<file path="config.mk">
export PLATFORM = sky130hd
export DESIGN_NAME = pasu_top
export DESIGN_NICKNAME = d
export VERILOG_FILES = /design/src/pasu_pkg.sv /design/src/pasu_add_core.sv /design/src/pasu_axil_slave.sv /design/src/pasu_top.sv
export SDC_FILE = /design/constraint.sdc
export NUM_CORES = 1
export LEC_CHECK = 0
export ABC_AREA = 1
export BUFFER_PORTS_ARGS = -buffer_cell sky130_fd_sc_hd__buf_2
export CAP_MARGIN = 0
export CORE_MARGIN = 2
export CORE_UTILIZATION = 50
export DETAILED_ROUTE_END_ITERATION = 8
export GPL_ROUTABILITY_DRIVEN = 0
export GPL_TIMING_DRIVEN = 0
export HOLD_SLACK_MARGIN = 0.1
export PLACE_DENSITY = 0.82
export SLEW_MARGIN = 25
export SYNTH_ARGS = -nofsm -noshare
export SYNTH_HDL_FRONTEND = slang
export SYNTH_SLANG_ARGS = --single-unit
</file>
<file path="constraint.sdc">
create_clock -name ref_clk -period 2.4 [get_ports ref_clk]
set_input_delay 0.6 -clock ref_clk [delete_from_list [all_inputs] [get_ports ref_clk]]
set_output_delay 0.6 -clock ref_clk [all_outputs]
set_load 0.1 [all_outputs]
</file>
<file path="src/pasu_pkg.sv">
// shared constants and carriers for the pipelined add/sub unit
package pasu_pkg;

  // register bus geometry
  localparam int          AXI_ADDR_W  = 8;
  localparam int          AXI_DATA_W  = 32;
  localparam logic [1:0]  RESP_OKAY   = 2'h0;
  localparam logic [1:0]  RESP_SLVERR = 2'h2;

  // register byte offsets
  localparam logic [AXI_ADDR_W-1:0] OFF_CTRL   = 8'h00;
  localparam logic [AXI_ADDR_W-1:0] OFF_RESULT = 8'h04;
  localparam logic [AXI_ADDR_W-1:0] OFF_FLAG   = 8'h08;
  localparam logic [AXI_ADDR_W-1:0] OFF_COUNT  = 8'h0c;
  localparam logic [AXI_ADDR_W-1:0] OFF_CONFIG = 8'h10;

  // control register fields and reset value
  localparam int          CTRL_FREEZE_BIT = 0;
  localparam int          CTRL_SNAP_BIT   = 1;
  localparam logic [1:0]  CTRL_RESET      = 2'h0;

  // flag register fields
  localparam int FLAG_OUT_BIT = 0;
  localparam int FLAG_DIR_BIT = 1;

  // configuration readback fields
  localparam int CFG_STAGES_LSB = 0;
  localparam int CFG_INT_LSB    = 8;
  localparam int CFG_FRAC_LSB   = 16;
  localparam int CFG_TYPE_LSB   = 24;
  localparam int CFG_OPT_LSB    = 26;

  // operand number formats
  typedef enum logic [1:0] {
    PASU_SIGNED_INT  = 2'h0,
    PASU_SIGNED_FRAC = 2'h1,
    PASU_UNSIGNED    = 2'h2
  } pasu_bus_e;

  // fixed direction when no direction port is built
  typedef enum logic {
    PASU_DIR_SUB = 1'b0,
    PASU_DIR_ADD = 1'b1
  } pasu_dir_e;

  // axi4-lite master to slave
  typedef struct packed {
    logic [AXI_ADDR_W-1:0] awaddr;
    logic                  awvalid;
    logic [AXI_DATA_W-1:0] wdata;
    logic [3:0]            wstrb;
    logic                  wvalid;
    logic                  bready;
    logic [AXI_ADDR_W-1:0] araddr;
    logic                  arvalid;
    logic                  rready;
  } pasu_axi_req_s;

  // axi4-lite slave to master
  typedef struct packed {
    logic                  awready;
    logic                  wready;
    logic                  bvalid;
    logic [1:0]            bresp;
    logic                  arready;
    logic                  rvalid;
    logic [AXI_DATA_W-1:0] rdata;
    logic [1:0]            rresp;
  } pasu_axi_rsp_s;

endpackage

</file>
<file path="src/pasu_add_core.sv">
`timescale 1ns/1ps
// combinational add/subtract with overflow or carry flag
module pasu_add_core #(
  parameter int W      = 8,
  parameter bit SIGNED = 1'b1
) (
  // operands
  input  wire logic [W-1:0] opA,
  input  wire logic [W-1:0] opB,
  input  wire logic         carryIn,
  input  wire logic         doAdd,
  // result
  output logic      [W-1:0] sum,
  output logic              flag
);
  logic [W-1:0] bEff;
  logic [W:0]   wide;

  // subtract as a plus inverted b plus carry: a - b + cin - 1
  always_comb begin
    bEff = doAdd ? opB : ~opB;
    wide = {1'b0, opA} + {1'b0, bEff} + {{W{1'b0}}, carryIn};
    sum  = wide[W-1:0];
    if (SIGNED) begin
      // same-sign inputs giving other-sign result
      flag = (opA[W-1] == bEff[W-1]) && (wide[W-1] != opA[W-1]);
    end else begin
      // carry out; on subtract this is the inverted borrow
      flag = wide[W];
    end
  end
endmodule // pasu_add_core

</file>
<file path="src/pasu_axil_slave.sv">
`timescale 1ns/1ps
// axi4-lite slave: one write and one read in flight
module pasu_axil_slave
  import pasu_pkg::*;
(
  // clock and reset
  input  wire logic                          ref_clk,
  input  wire logic                          reset_n,
  // bus
  input  wire pasu_pkg::pasu_axi_req_s       axiReq,
  output pasu_pkg::pasu_axi_rsp_s            axiRsp,
  // register file side
  output logic                               wrFire,
  output logic [pasu_pkg::AXI_ADDR_W-1:0]    wrAddr,
  output logic [pasu_pkg::AXI_DATA_W-1:0]    wrData,
  output logic [3:0]                         wrStrb,
  input  wire logic                          wrErr,
  output logic [pasu_pkg::AXI_ADDR_W-1:0]    rdAddr,
  input  wire logic [pasu_pkg::AXI_DATA_W-1:0] rdData,
  input  wire logic                          rdErr
);
  typedef struct packed {
    logic                  awHeld;
    logic                  wHeld;
    logic [AXI_ADDR_W-1:0] awAddr;
    logic [AXI_DATA_W-1:0] wData;
    logic [3:0]            wStrb;
    logic                  bValid;
    logic [1:0]            bResp;
    logic                  arHeld;
    logic [AXI_ADDR_W-1:0] arAddr;
    logic                  rValid;
    logic [AXI_DATA_W-1:0] rData;
    logic [1:0]            rResp;
    logic                  awRdy;
    logic                  wRdy;
    logic                  arRdy;
  } pasu_slv_s;

  pasu_slv_s st_reg;
  pasu_slv_s st_next;

  // channel handshakes and response generation
  always_comb begin
    st_next = st_reg;
    wrFire  = 1'b0;
    if (axiReq.awvalid && st_reg.awRdy) begin
      st_next.awHeld = 1'b1;
      st_next.awAddr = axiReq.awaddr;
    end
    if (axiReq.wvalid && st_reg.wRdy) begin
      st_next.wHeld = 1'b1;
      st_next.wData = axiReq.wdata;
      st_next.wStrb = axiReq.wstrb;
    end
    if (st_reg.awHeld && st_reg.wHeld && !st_reg.bValid) begin
      wrFire         = 1'b1;
      st_next.awHeld = 1'b0;
      st_next.wHeld  = 1'b0;
      st_next.bValid = 1'b1;
      st_next.bResp  = wrErr ? RESP_SLVERR : RESP_OKAY;
    end
    if (st_reg.bValid && axiReq.bready) begin
      st_next.bValid = 1'b0;
    end
    if (axiReq.arvalid && st_reg.arRdy) begin
      st_next.arHeld = 1'b1;
      st_next.arAddr = axiReq.araddr;
    end
    if (st_reg.arHeld && !st_reg.rValid) begin
      st_next.arHeld = 1'b0;
      st_next.rValid = 1'b1;
      st_next.rData  = rdErr ? '0 : rdData;
      st_next.rResp  = rdErr ? RESP_SLVERR : RESP_OKAY;
    end
    if (st_reg.rValid && axiReq.rready) begin
      st_next.rValid = 1'b0;
    end
    st_next.awRdy = !st_next.awHeld && !st_next.bValid;
    st_next.wRdy  = !st_next.wHeld && !st_next.bValid;
    st_next.arRdy = !st_next.arHeld && !st_next.rValid;
    if (!reset_n) begin
      st_next = '0;
    end
  end

  // state register
  always_ff @(posedge ref_clk) begin
    st_reg <= st_next;
  end

  // outputs straight from state
  assign wrAddr         = st_reg.awAddr;
  assign wrData         = st_reg.wData;
  assign wrStrb         = st_reg.wStrb;
  assign rdAddr         = st_reg.arAddr;
  assign axiRsp.awready = st_reg.awRdy;
  assign axiRsp.wready  = st_reg.wRdy;
  assign axiRsp.bvalid  = st_reg.bValid;
  assign axiRsp.bresp   = st_reg.bResp;
  assign axiRsp.arready = st_reg.arRdy;
  assign axiRsp.rvalid  = st_reg.rValid;
  assign axiRsp.rdata   = st_reg.rData;
  assign axiRsp.rresp   = st_reg.rResp;
endmodule // pasu_axil_slave

</file>
<file path="src/pasu_top.sv">
// Behaviour
// - with select high, result is a plus b plus carry in.
// - with select low, result is a minus b plus carry in minus one.
// - flag is signed overflow for signed formats, carry out for unsigned.
// - unsigned subtract flag reads one when no borrow occurs.
// - with direction port built, one adds and zero subtracts; driver holds level.
// - without direction port, a build parameter fixes add or subtract.
// - build-set count of pipeline stages; zero gives a combinational path.
// - clock enable used only when built; otherwise the pipeline advances unless the control freeze bit is set.
// - asynchronous clear used only when built.
// - carry input used only when built; otherwise carry is zero.
// - flag output generated only when built; otherwise it reads zero.
// - bus format is signed integer, signed fractional or unsigned integer.
// - fraction bits may be nonzero only with the signed fractional format.
// - signed formats treat the top bit of operands and result as sign.
// - result has the operand widths, not widened for the carry.
// - integer formats have zero fraction bits; width equals integer width.
`timescale 1ns/1ps
module pasu_top
  import pasu_pkg::*;
#(
  parameter pasu_pkg::pasu_bus_e BUS_TYPE     = pasu_pkg::PASU_SIGNED_INT,
  parameter int                  INT_BITS     = 8,
  parameter int                  FRAC_BITS    = 0,
  parameter int                  PIPE_STAGES  = 1,
  parameter bit                  USE_ENA      = 1'b0,
  parameter bit                  USE_ACLR     = 1'b0,
  parameter bit                  USE_CIN      = 1'b0,
  parameter bit                  USE_FLAG     = 1'b0,
  parameter bit                  USE_DIR_PORT = 1'b0,
  parameter pasu_pkg::pasu_dir_e FIXED_DIR    = pasu_pkg::PASU_DIR_ADD
) (
  // clock and reset
  input  wire logic                         ref_clk,
  input  wire logic                         reset_n,
  // operands and controls
  input  wire logic [INT_BITS+FRAC_BITS-1:0] opA,
  input  wire logic [INT_BITS+FRAC_BITS-1:0] opB,
  input  wire logic                         carryIn,
  input  wire logic                         addSel,
  input  wire logic                         clkEn,
  input  wire logic                         asyncClr,
  // results
  output logic [INT_BITS+FRAC_BITS-1:0]      result,
  output logic                              flagOut,
  // register bus
  input  wire pasu_pkg::pasu_axi_req_s      axiReq,
  output pasu_pkg::pasu_axi_rsp_s           axiRsp
);
  import pasu_pkg::*;

  // widths; result keeps the operand width
  localparam int W     = INT_BITS + FRAC_BITS;
  localparam int DEPTH = (PIPE_STAGES > 0) ? PIPE_STAGES : 1;
  localparam bit IS_SIGNED = (BUS_TYPE != PASU_UNSIGNED);

  // build-time checks
  if (W < 1 || W > AXI_DATA_W) begin : g_badWidth
    $error("operand width must be 1 to 32 bits");
  end
  if (INT_BITS < 0 || FRAC_BITS < 0) begin : g_badBits
    $error("bit counts must not be negative");
  end
  if (FRAC_BITS != 0 && BUS_TYPE != PASU_SIGNED_FRAC) begin : g_badFrac
    $error("fraction bits need the signed fractional format");
  end
  if (PIPE_STAGES < 0 || PIPE_STAGES > 255) begin : g_badStages
    $error("pipeline stages must be 0 to 255");
  end
  if (BUS_TYPE != PASU_SIGNED_INT && BUS_TYPE != PASU_SIGNED_FRAC
      && BUS_TYPE != PASU_UNSIGNED) begin : g_badType
    $error("unknown bus format");
  end

  // configuration word readable by software
  localparam logic [4:0] CFG_OPTS = {USE_DIR_PORT, USE_FLAG, USE_CIN, USE_ACLR, USE_ENA};
  localparam logic [AXI_DATA_W-1:0] CFG_WORD =
      (AXI_DATA_W'(PIPE_STAGES) << CFG_STAGES_LSB)
    | (AXI_DATA_W'(INT_BITS)    << CFG_INT_LSB)
    | (AXI_DATA_W'(FRAC_BITS)   << CFG_FRAC_LSB)
    | (AXI_DATA_W'(BUS_TYPE)    << CFG_TYPE_LSB)
    | (AXI_DATA_W'(CFG_OPTS)    << CFG_OPT_LSB);

  typedef struct packed {
    logic                      freeze;
    logic                      snapEn;
    logic [AXI_DATA_W-1:0]     count;
    logic [W-1:0]              snapRes;
    logic                      snapFlag;
    logic [DEPTH-1:0][W-1:0]   pipeRes;
    logic [DEPTH-1:0]          pipeFlag;
  } pasu_main_s;

  pasu_main_s st_reg;
  pasu_main_s st_next;

  // address map membership, shared by read and write decode
  function automatic logic isMapped(input logic [AXI_ADDR_W-1:0] addr);
    return (addr == OFF_CTRL) || (addr == OFF_RESULT) || (addr == OFF_FLAG)
        || (addr == OFF_COUNT) || (addr == OFF_CONFIG);
  endfunction

  // option gating of the optional inputs
  logic opAdd;
  logic cinEff;
  logic clrAsync;
  logic advance;

  assign opAdd    = USE_DIR_PORT ? addSel : (FIXED_DIR == PASU_DIR_ADD);
  assign cinEff   = USE_CIN ? carryIn : 1'b0;
  assign clrAsync = USE_ACLR ? asyncClr : 1'b0;
  assign advance  = (USE_ENA ? clkEn : 1'b1) && !st_reg.freeze;

  // arithmetic core
  logic [W-1:0] coreSum;
  logic         coreFlag;

  pasu_add_core #(
    .W      (W),
    .SIGNED (IS_SIGNED)
  ) u_core (
    .opA     (opA),
    .opB     (opB),
    .carryIn (cinEff),
    .doAdd   (opAdd),
    .sum     (coreSum),
    .flag    (coreFlag)
  );

  // register bus slave
  logic                  wrFire;
  logic [AXI_ADDR_W-1:0] wrAddr;
  logic [AXI_DATA_W-1:0] wrData;
  logic [3:0]            wrStrb;
  logic [AXI_ADDR_W-1:0] rdAddr;
  logic [AXI_DATA_W-1:0] rdData;
  logic                  wrErr;
  logic                  rdErr;

  pasu_axil_slave u_slave (
    .ref_clk (ref_clk),
    .reset_n (reset_n),
    .axiReq  (axiReq),
    .axiRsp  (axiRsp),
    .wrFire  (wrFire),
    .wrAddr  (wrAddr),
    .wrData  (wrData),
    .wrStrb  (wrStrb),
    .wrErr   (wrErr),
    .rdAddr  (rdAddr),
    .rdData  (rdData),
    .rdErr   (rdErr)
  );

  // pipeline output taps; zero stages bypasses the registers
  logic [W-1:0] pipeOut;
  logic         pipeFlagOut;

  assign pipeOut     = (PIPE_STAGES == 0) ? coreSum : st_reg.pipeRes[DEPTH-1];
  assign pipeFlagOut = (PIPE_STAGES == 0) ? coreFlag : st_reg.pipeFlag[DEPTH-1];

  // read decode and unmapped answers
  always_comb begin
    wrErr  = !isMapped(wrAddr);
    rdErr  = !isMapped(rdAddr);
    rdData = '0;
    case (rdAddr)
      OFF_CTRL: begin
        rdData[CTRL_FREEZE_BIT] = st_reg.freeze;
        rdData[CTRL_SNAP_BIT]   = st_reg.snapEn;
      end
      OFF_RESULT: begin
        rdData[W-1:0] = st_reg.snapRes;
      end
      OFF_FLAG: begin
        rdData[FLAG_OUT_BIT] = st_reg.snapFlag;
        rdData[FLAG_DIR_BIT] = opAdd;
      end
      OFF_COUNT: begin
        rdData = st_reg.count;
      end
      OFF_CONFIG: begin
        rdData = CFG_WORD;
      end
      default: begin
        rdData = '0;
      end
    endcase
  end

  // next state: pipeline shift, snapshot, counter, control writes
  always_comb begin
    st_next = st_reg;
    if (advance) begin
      st_next.pipeRes[0]  = coreSum;
      st_next.pipeFlag[0] = USE_FLAG ? coreFlag : 1'b0;
      for (int i = 1; i < DEPTH; i++) begin
        st_next.pipeRes[i]  = st_reg.pipeRes[i-1];
        st_next.pipeFlag[i] = st_reg.pipeFlag[i-1];
      end
      st_next.count = st_reg.count + 32'h1;
    end
    if (st_reg.snapEn) begin
      st_next.snapRes  = pipeOut;
      st_next.snapFlag = USE_FLAG ? pipeFlagOut : 1'b0;
    end
    if (wrFire && wrAddr == OFF_CTRL && wrStrb[0]) begin
      st_next.freeze = wrData[CTRL_FREEZE_BIT];
      st_next.snapEn = wrData[CTRL_SNAP_BIT];
    end
    if (!reset_n) begin
      st_next        = '0;
      st_next.freeze = CTRL_RESET[CTRL_FREEZE_BIT];
      st_next.snapEn = CTRL_RESET[CTRL_SNAP_BIT];
    end
  end

  // state register with optional asynchronous clear
  always_ff @(posedge ref_clk or posedge clrAsync) begin
    if (clrAsync) begin
      st_reg <= '0;
    end else begin
      st_reg <= st_next;
    end
  end

  // datapath outputs
  assign result  = pipeOut;
  assign flagOut = USE_FLAG ? pipeFlagOut : 1'b0;
endmodule // pasu_top

</file>
==> Yosys cells after proc, flatten, opt, wreduce, memory -nomap -nowiden <==
Index checks and enable logic that the tools add are counted.
W data, S select, Z words.
{ "word_totals": {"regBits": 113, "in_bits": 79} }
{ "op_classes": {"add_sub_neg": 2, "n_reduce_logical": 30, "eq_ne": 8, "n_mux": 16} }
{ "ops": {"columns": ["operator", "n"], "rows": [
  ["$pmux W24 S2", 1],
  ["$mux W35", 1],
  ["$add A32 B1 Y32 const B", 1],
  ["$eq A8 B4 Y1 const B", 4],
  ["$mux W32", 1],
  ["$eq A8 B3 Y1 const B", 2],
  ["$eq A8 B5 Y1 const B", 2],
  ["$logic_not A8 Y1", 2],
  ["$logic_and A1 B1 Y1", 13],
  ["$pmux W6 S2", 1],
  ["$pmux W2 S5", 1],
  ["$mux W9", 1],
  ["$add A8 B8 Y8", 1],
  ["$logic_or A1 B1 Y1", 8],
  ["$logic_not A1 Y1", 7],
  ["$mux W1", 6],
  ["$mux W2", 3],
  ["$mux W3", 1]
]} }

==> Logic depth before layout (Yosys ltp) <==
{ "logic_depth": {"word_depth": 10, "ltp_mapped": 10} }

==> Modules after synthesis <==
From an unflattened synthesis, not the netlist that was laid out.
{ "unflattened": {"hier_cells": 1038, "hier_area_um2": 7325.8} }
{ "modules_own_cells": {"columns": ["module", "area_each_um2", "n_inst", "cells_per_inst"], "rows": [
  ["pasu_axil_slave", 4043.9, 1, 504],
  ["pasu_top", 2777.7, 1, 452],
  ["pasu_add_core", 504.2, 1, 82]
]} }

==> Least setup slack after synthesis <==
Ideal clock, no wire load.
{ "synth_path": {"kind": "input-to-reg", "start": "in opA[0]", "end": "reg st_reg (netlist bit result[6])", "t_arrival_ns": 1.771, "path_slack_ns": 0.520, "cell_stages": 9, "required_time_ns": 2.291, "cell_sequence": "ha_1 > inv_1 > fa_1 > o21ai_0 > nand3_1 > nand3_1 > nand3_1 > nand2_1 > inv_1"} }
{ "synth_between": {"elab_chain_len": 1} }
{ "synth_lines": {"columns": ["element", "line_no", "rtl"], "rows": [
  ["start: declaration", "pasu_top.sv:37", "input wire logic [INT_BITS+FRAC_BITS-1:0] opA,"],
  ["$add A8 B8 Y8", "pasu_add_core.sv:22", "wide = {1'b0, opA} + {1'b0, bEff} + {{W{1'b0}}, carryIn};"],
  ["end signal: assignment", "pasu_top.sv:223", "st_reg <= st_next;"],
  ["end: declaration", "pasu_top.sv:94", "pasu_main_s st_reg;"]
]} }
No other way between the ends.
A chain may end at the register's enable or synchronous reset.

==> Worst setup path after layout <==
{ "layout_path": {"start": "reg u_slave.st_reg (netlist bit u_slave.axiRsp[38])", "end": "out axiRsp[38] in the netlist's numbering"} }
{ "layout_rtl": {"columns": ["element", "line_no", "rtl"], "rows": [
  ["start: declaration", "pasu_axil_slave.sv:40", "pasu_slv_s st_reg;"],
  ["start signal: assignment", "pasu_axil_slave.sv:89", "st_reg <= st_next;"],
  ["end: declaration", "pasu_top.sv:48", "output pasu_pkg::pasu_axi_rsp_s axiRsp"]
]} }
No word-level cell between the ends.

==> results.cfg <==
[clock_network]
cts-root-buf = clkbuf_8
cts_resized = 0
cts_buffers = 9
path_clk_slew_ns = 0.11
cts_max_path_buffers = 2
cts-htree-levels = 3
ctsHoldBuffers = 0
clock_sinks = 111
clock_latency_ns = 0.37
postCtsSetupRepairBufs = 0
cts_tree = built

[synth]
ys_seq_area_share_pct = 42.2
ys_top_cells_by_count = 166 x nand2_1, 111 x dfxtp_1, 94 x inv_1, 94 x nor2_1, 68 x o21ai_0
avgSynthCellArea_um2 = 7.04
synth_top_area_share_pct = 42.2
synthCells = 747
synth_most_common_cell = nand2_1
synth_area_um2 = 5260
synth-main-ff-cell = dfxtp_1
ys_ff_latch = 111
synth_cell_types = 33
async_flop_share_pct = 0
yosysWarnings = 0
synth.area.top_cells = dfxtp_1 42%, nand2_1 12%, buf_4 7.3%
yosys.area.top_type = dfxtp_1
synth-edff-count = 0

[route]
drc = 0
ant_nets = 0
wire_per_inst_um = 11.6
routed_via_density = 4.82
dr.pass1.iters = 6
vias = 4766
first_iter_violations = 349
routed_wl_um = 11500

[global_routing]
grt_pass1_wl_um = 19400
grt-ovfl-total = 0
grt_pass1_vias = 4357
globalRouteTotalUtil_pct = 20.9
grt_max_degree = 20
antenna_found_initial = 0

[worst_hold_path]
min_to = u_slave.axiRsp[39]
hold_path_class = reg -> reg
hp-start = u_slave.st_reg[94]
min_delay_path_depth = 1

[sta]
hold_viol = 0
rsz0062_at_grt = no
skew_ns = 0.0160
period_share_pct = 78.4
tightest_slew_ns = 0.644
slew_headroom_pct = 57.0
timing.hold.ws_ns = 0.438
finalCriticalPeriod_ns = 1.88
finalMaxSlewViolations = 0
final.setup.worst_slack_ns = 0.518
setup_viol = 0
tns_ns = 0
fmax_mhz = 531

[setup_path]
rrSetupSlack_ns = 0.67
cp_max_fo = 3
cp_data_required_time_ns = 1.80
critPathArrivalTime_ns = 1.28
critPathLaunchType = register
worstSetupPathType = reg -> out
r2r_start = st_reg[19]
cp-end-kind = output pin
r2r-end = st_reg[40]
r2r_cells = 8

[finish]
synthToLayoutAreaGrowth_pct = 15.6
finalNonFillerCells = 989
drive_gt1_share_pct = 20.2
finalNetCount = 936
largest_reg_flops = 42
n_antenna_cell = 0

[floorplanning]
num_rows = 37
core_um2 = 10300
io_pins = 129
die_w_um = 107
dieArea_um2 = 11400
die_height_um = 107
initial_core_util_pct = 51.2

[power]
clock_power_share_pct = 31.0
p_int_mw = 2.57
power_frac_comb_pct = 16.5
powerDensity_nw_per_um2 = 606
ir_drop_mv = 0.354
sequentialPowerShare_pct = 52.5
leakage_nw = 3.00
swShare_pct = 30.4
p_switching_mw = 1.12

[status]
status = completed

[place]
post-place-ws_ns = 0.271
placedCellCount = 973
dp_hpwl_um = 8870
port_buffers = 88

[job]
cap_violations = 0
worst max-delay path by stage:
stage                        from         end  depth (start not counted)
2_1_floorplan              opA[0]   result[6]                          9
3_3_place_gp               opA[0]   result[6]                         10
3_5_place_dp               opA[0]   result[6]                         10
4_1_cts        u_slave.axiRsp[38]  axiRsp[38]                          2
5_1_grt                st_reg[19]  st_reg[42]                          9
6_report       u_slave.axiRsp[38]  axiRsp[38]                          2
critical path, cell delays in order (launching register included):
cell	delay, ns
dfxtp_1	0.37
buf_4	0.12
buf_2	0.41
placed cells by master (no fill, tap or decap), drive strengths merged, types with 2 or more instances in the layout:
cell        n
a21o        2
dfxtp     111
o21a        3
nand3      41
inv        96
nand4      12
ha          8
clkinv      2
nor2      102
xor2        5
nand2     168
clkbuf     23
clkinvlp    2
nor3       13
conb        3
a21oi      41
o21ai      68
buf       143
routing by layer:
layer / track usage [%] / wire (µm) / up-vias
met5: 0 / 0 / -
met4: 5.01 / 156 / 0
met3: 3.89 / 750 / 18
met2: 33.6 / 5030 / 149
met1: 29.3 / 5580 / 2085
li1: - / - / 2514
stage by stage:
stage          area (µm²)  utilization (%)  power, mW
2_1_floorplan        5270                -       2.45
3_3_place_gp         5880             57.2       2.58
3_5_place_dp         5880             57.2       2.59
4_1_cts              6080             59.2       3.70
5_1_grt              6080             59.2       3.83
6_report             6080             59.2       3.69
power groups by stage:
stage	Clock (mW)	Combinational (mW)	Sequential, mW
after floorplan	0	0.484	1.97
after global routing	1.22	0.662	1.95
after CTS	1.15	0.609	1.94
after detailed placement	0	0.608	1.98
final	1.14	0.607	1.94
after global placement	0	0.602	1.98
layout make-up:
| type | instances | area [µm²] |
|---|---|---|
| clock buffers | 9 | 124 |
| inverters | 94 | 353 |
| well taps | 136 | 170 |
| repair buffers | 88 | 440 |
| clock inverters | 7 | 80.1 |
| fillers | 968 | 4190 |
| multi-input cells | 475 | 2240 |
| plain buffers | 69 | 454 |
| flip-flops and latches | 111 | 2220 |
cell families after synthesis:
kind of cell               synth area share, %
and+or+nand+nor                           27.3
other                                   0.0713
DFF                                       42.2
xor gates and xnor gates                 0.999
AOI/OAI and AO/OA                         11.8
buffers and inverters                     15.3
adders and majority gates                 2.28
No activity file was read; power rests on OpenSTA's default activity.
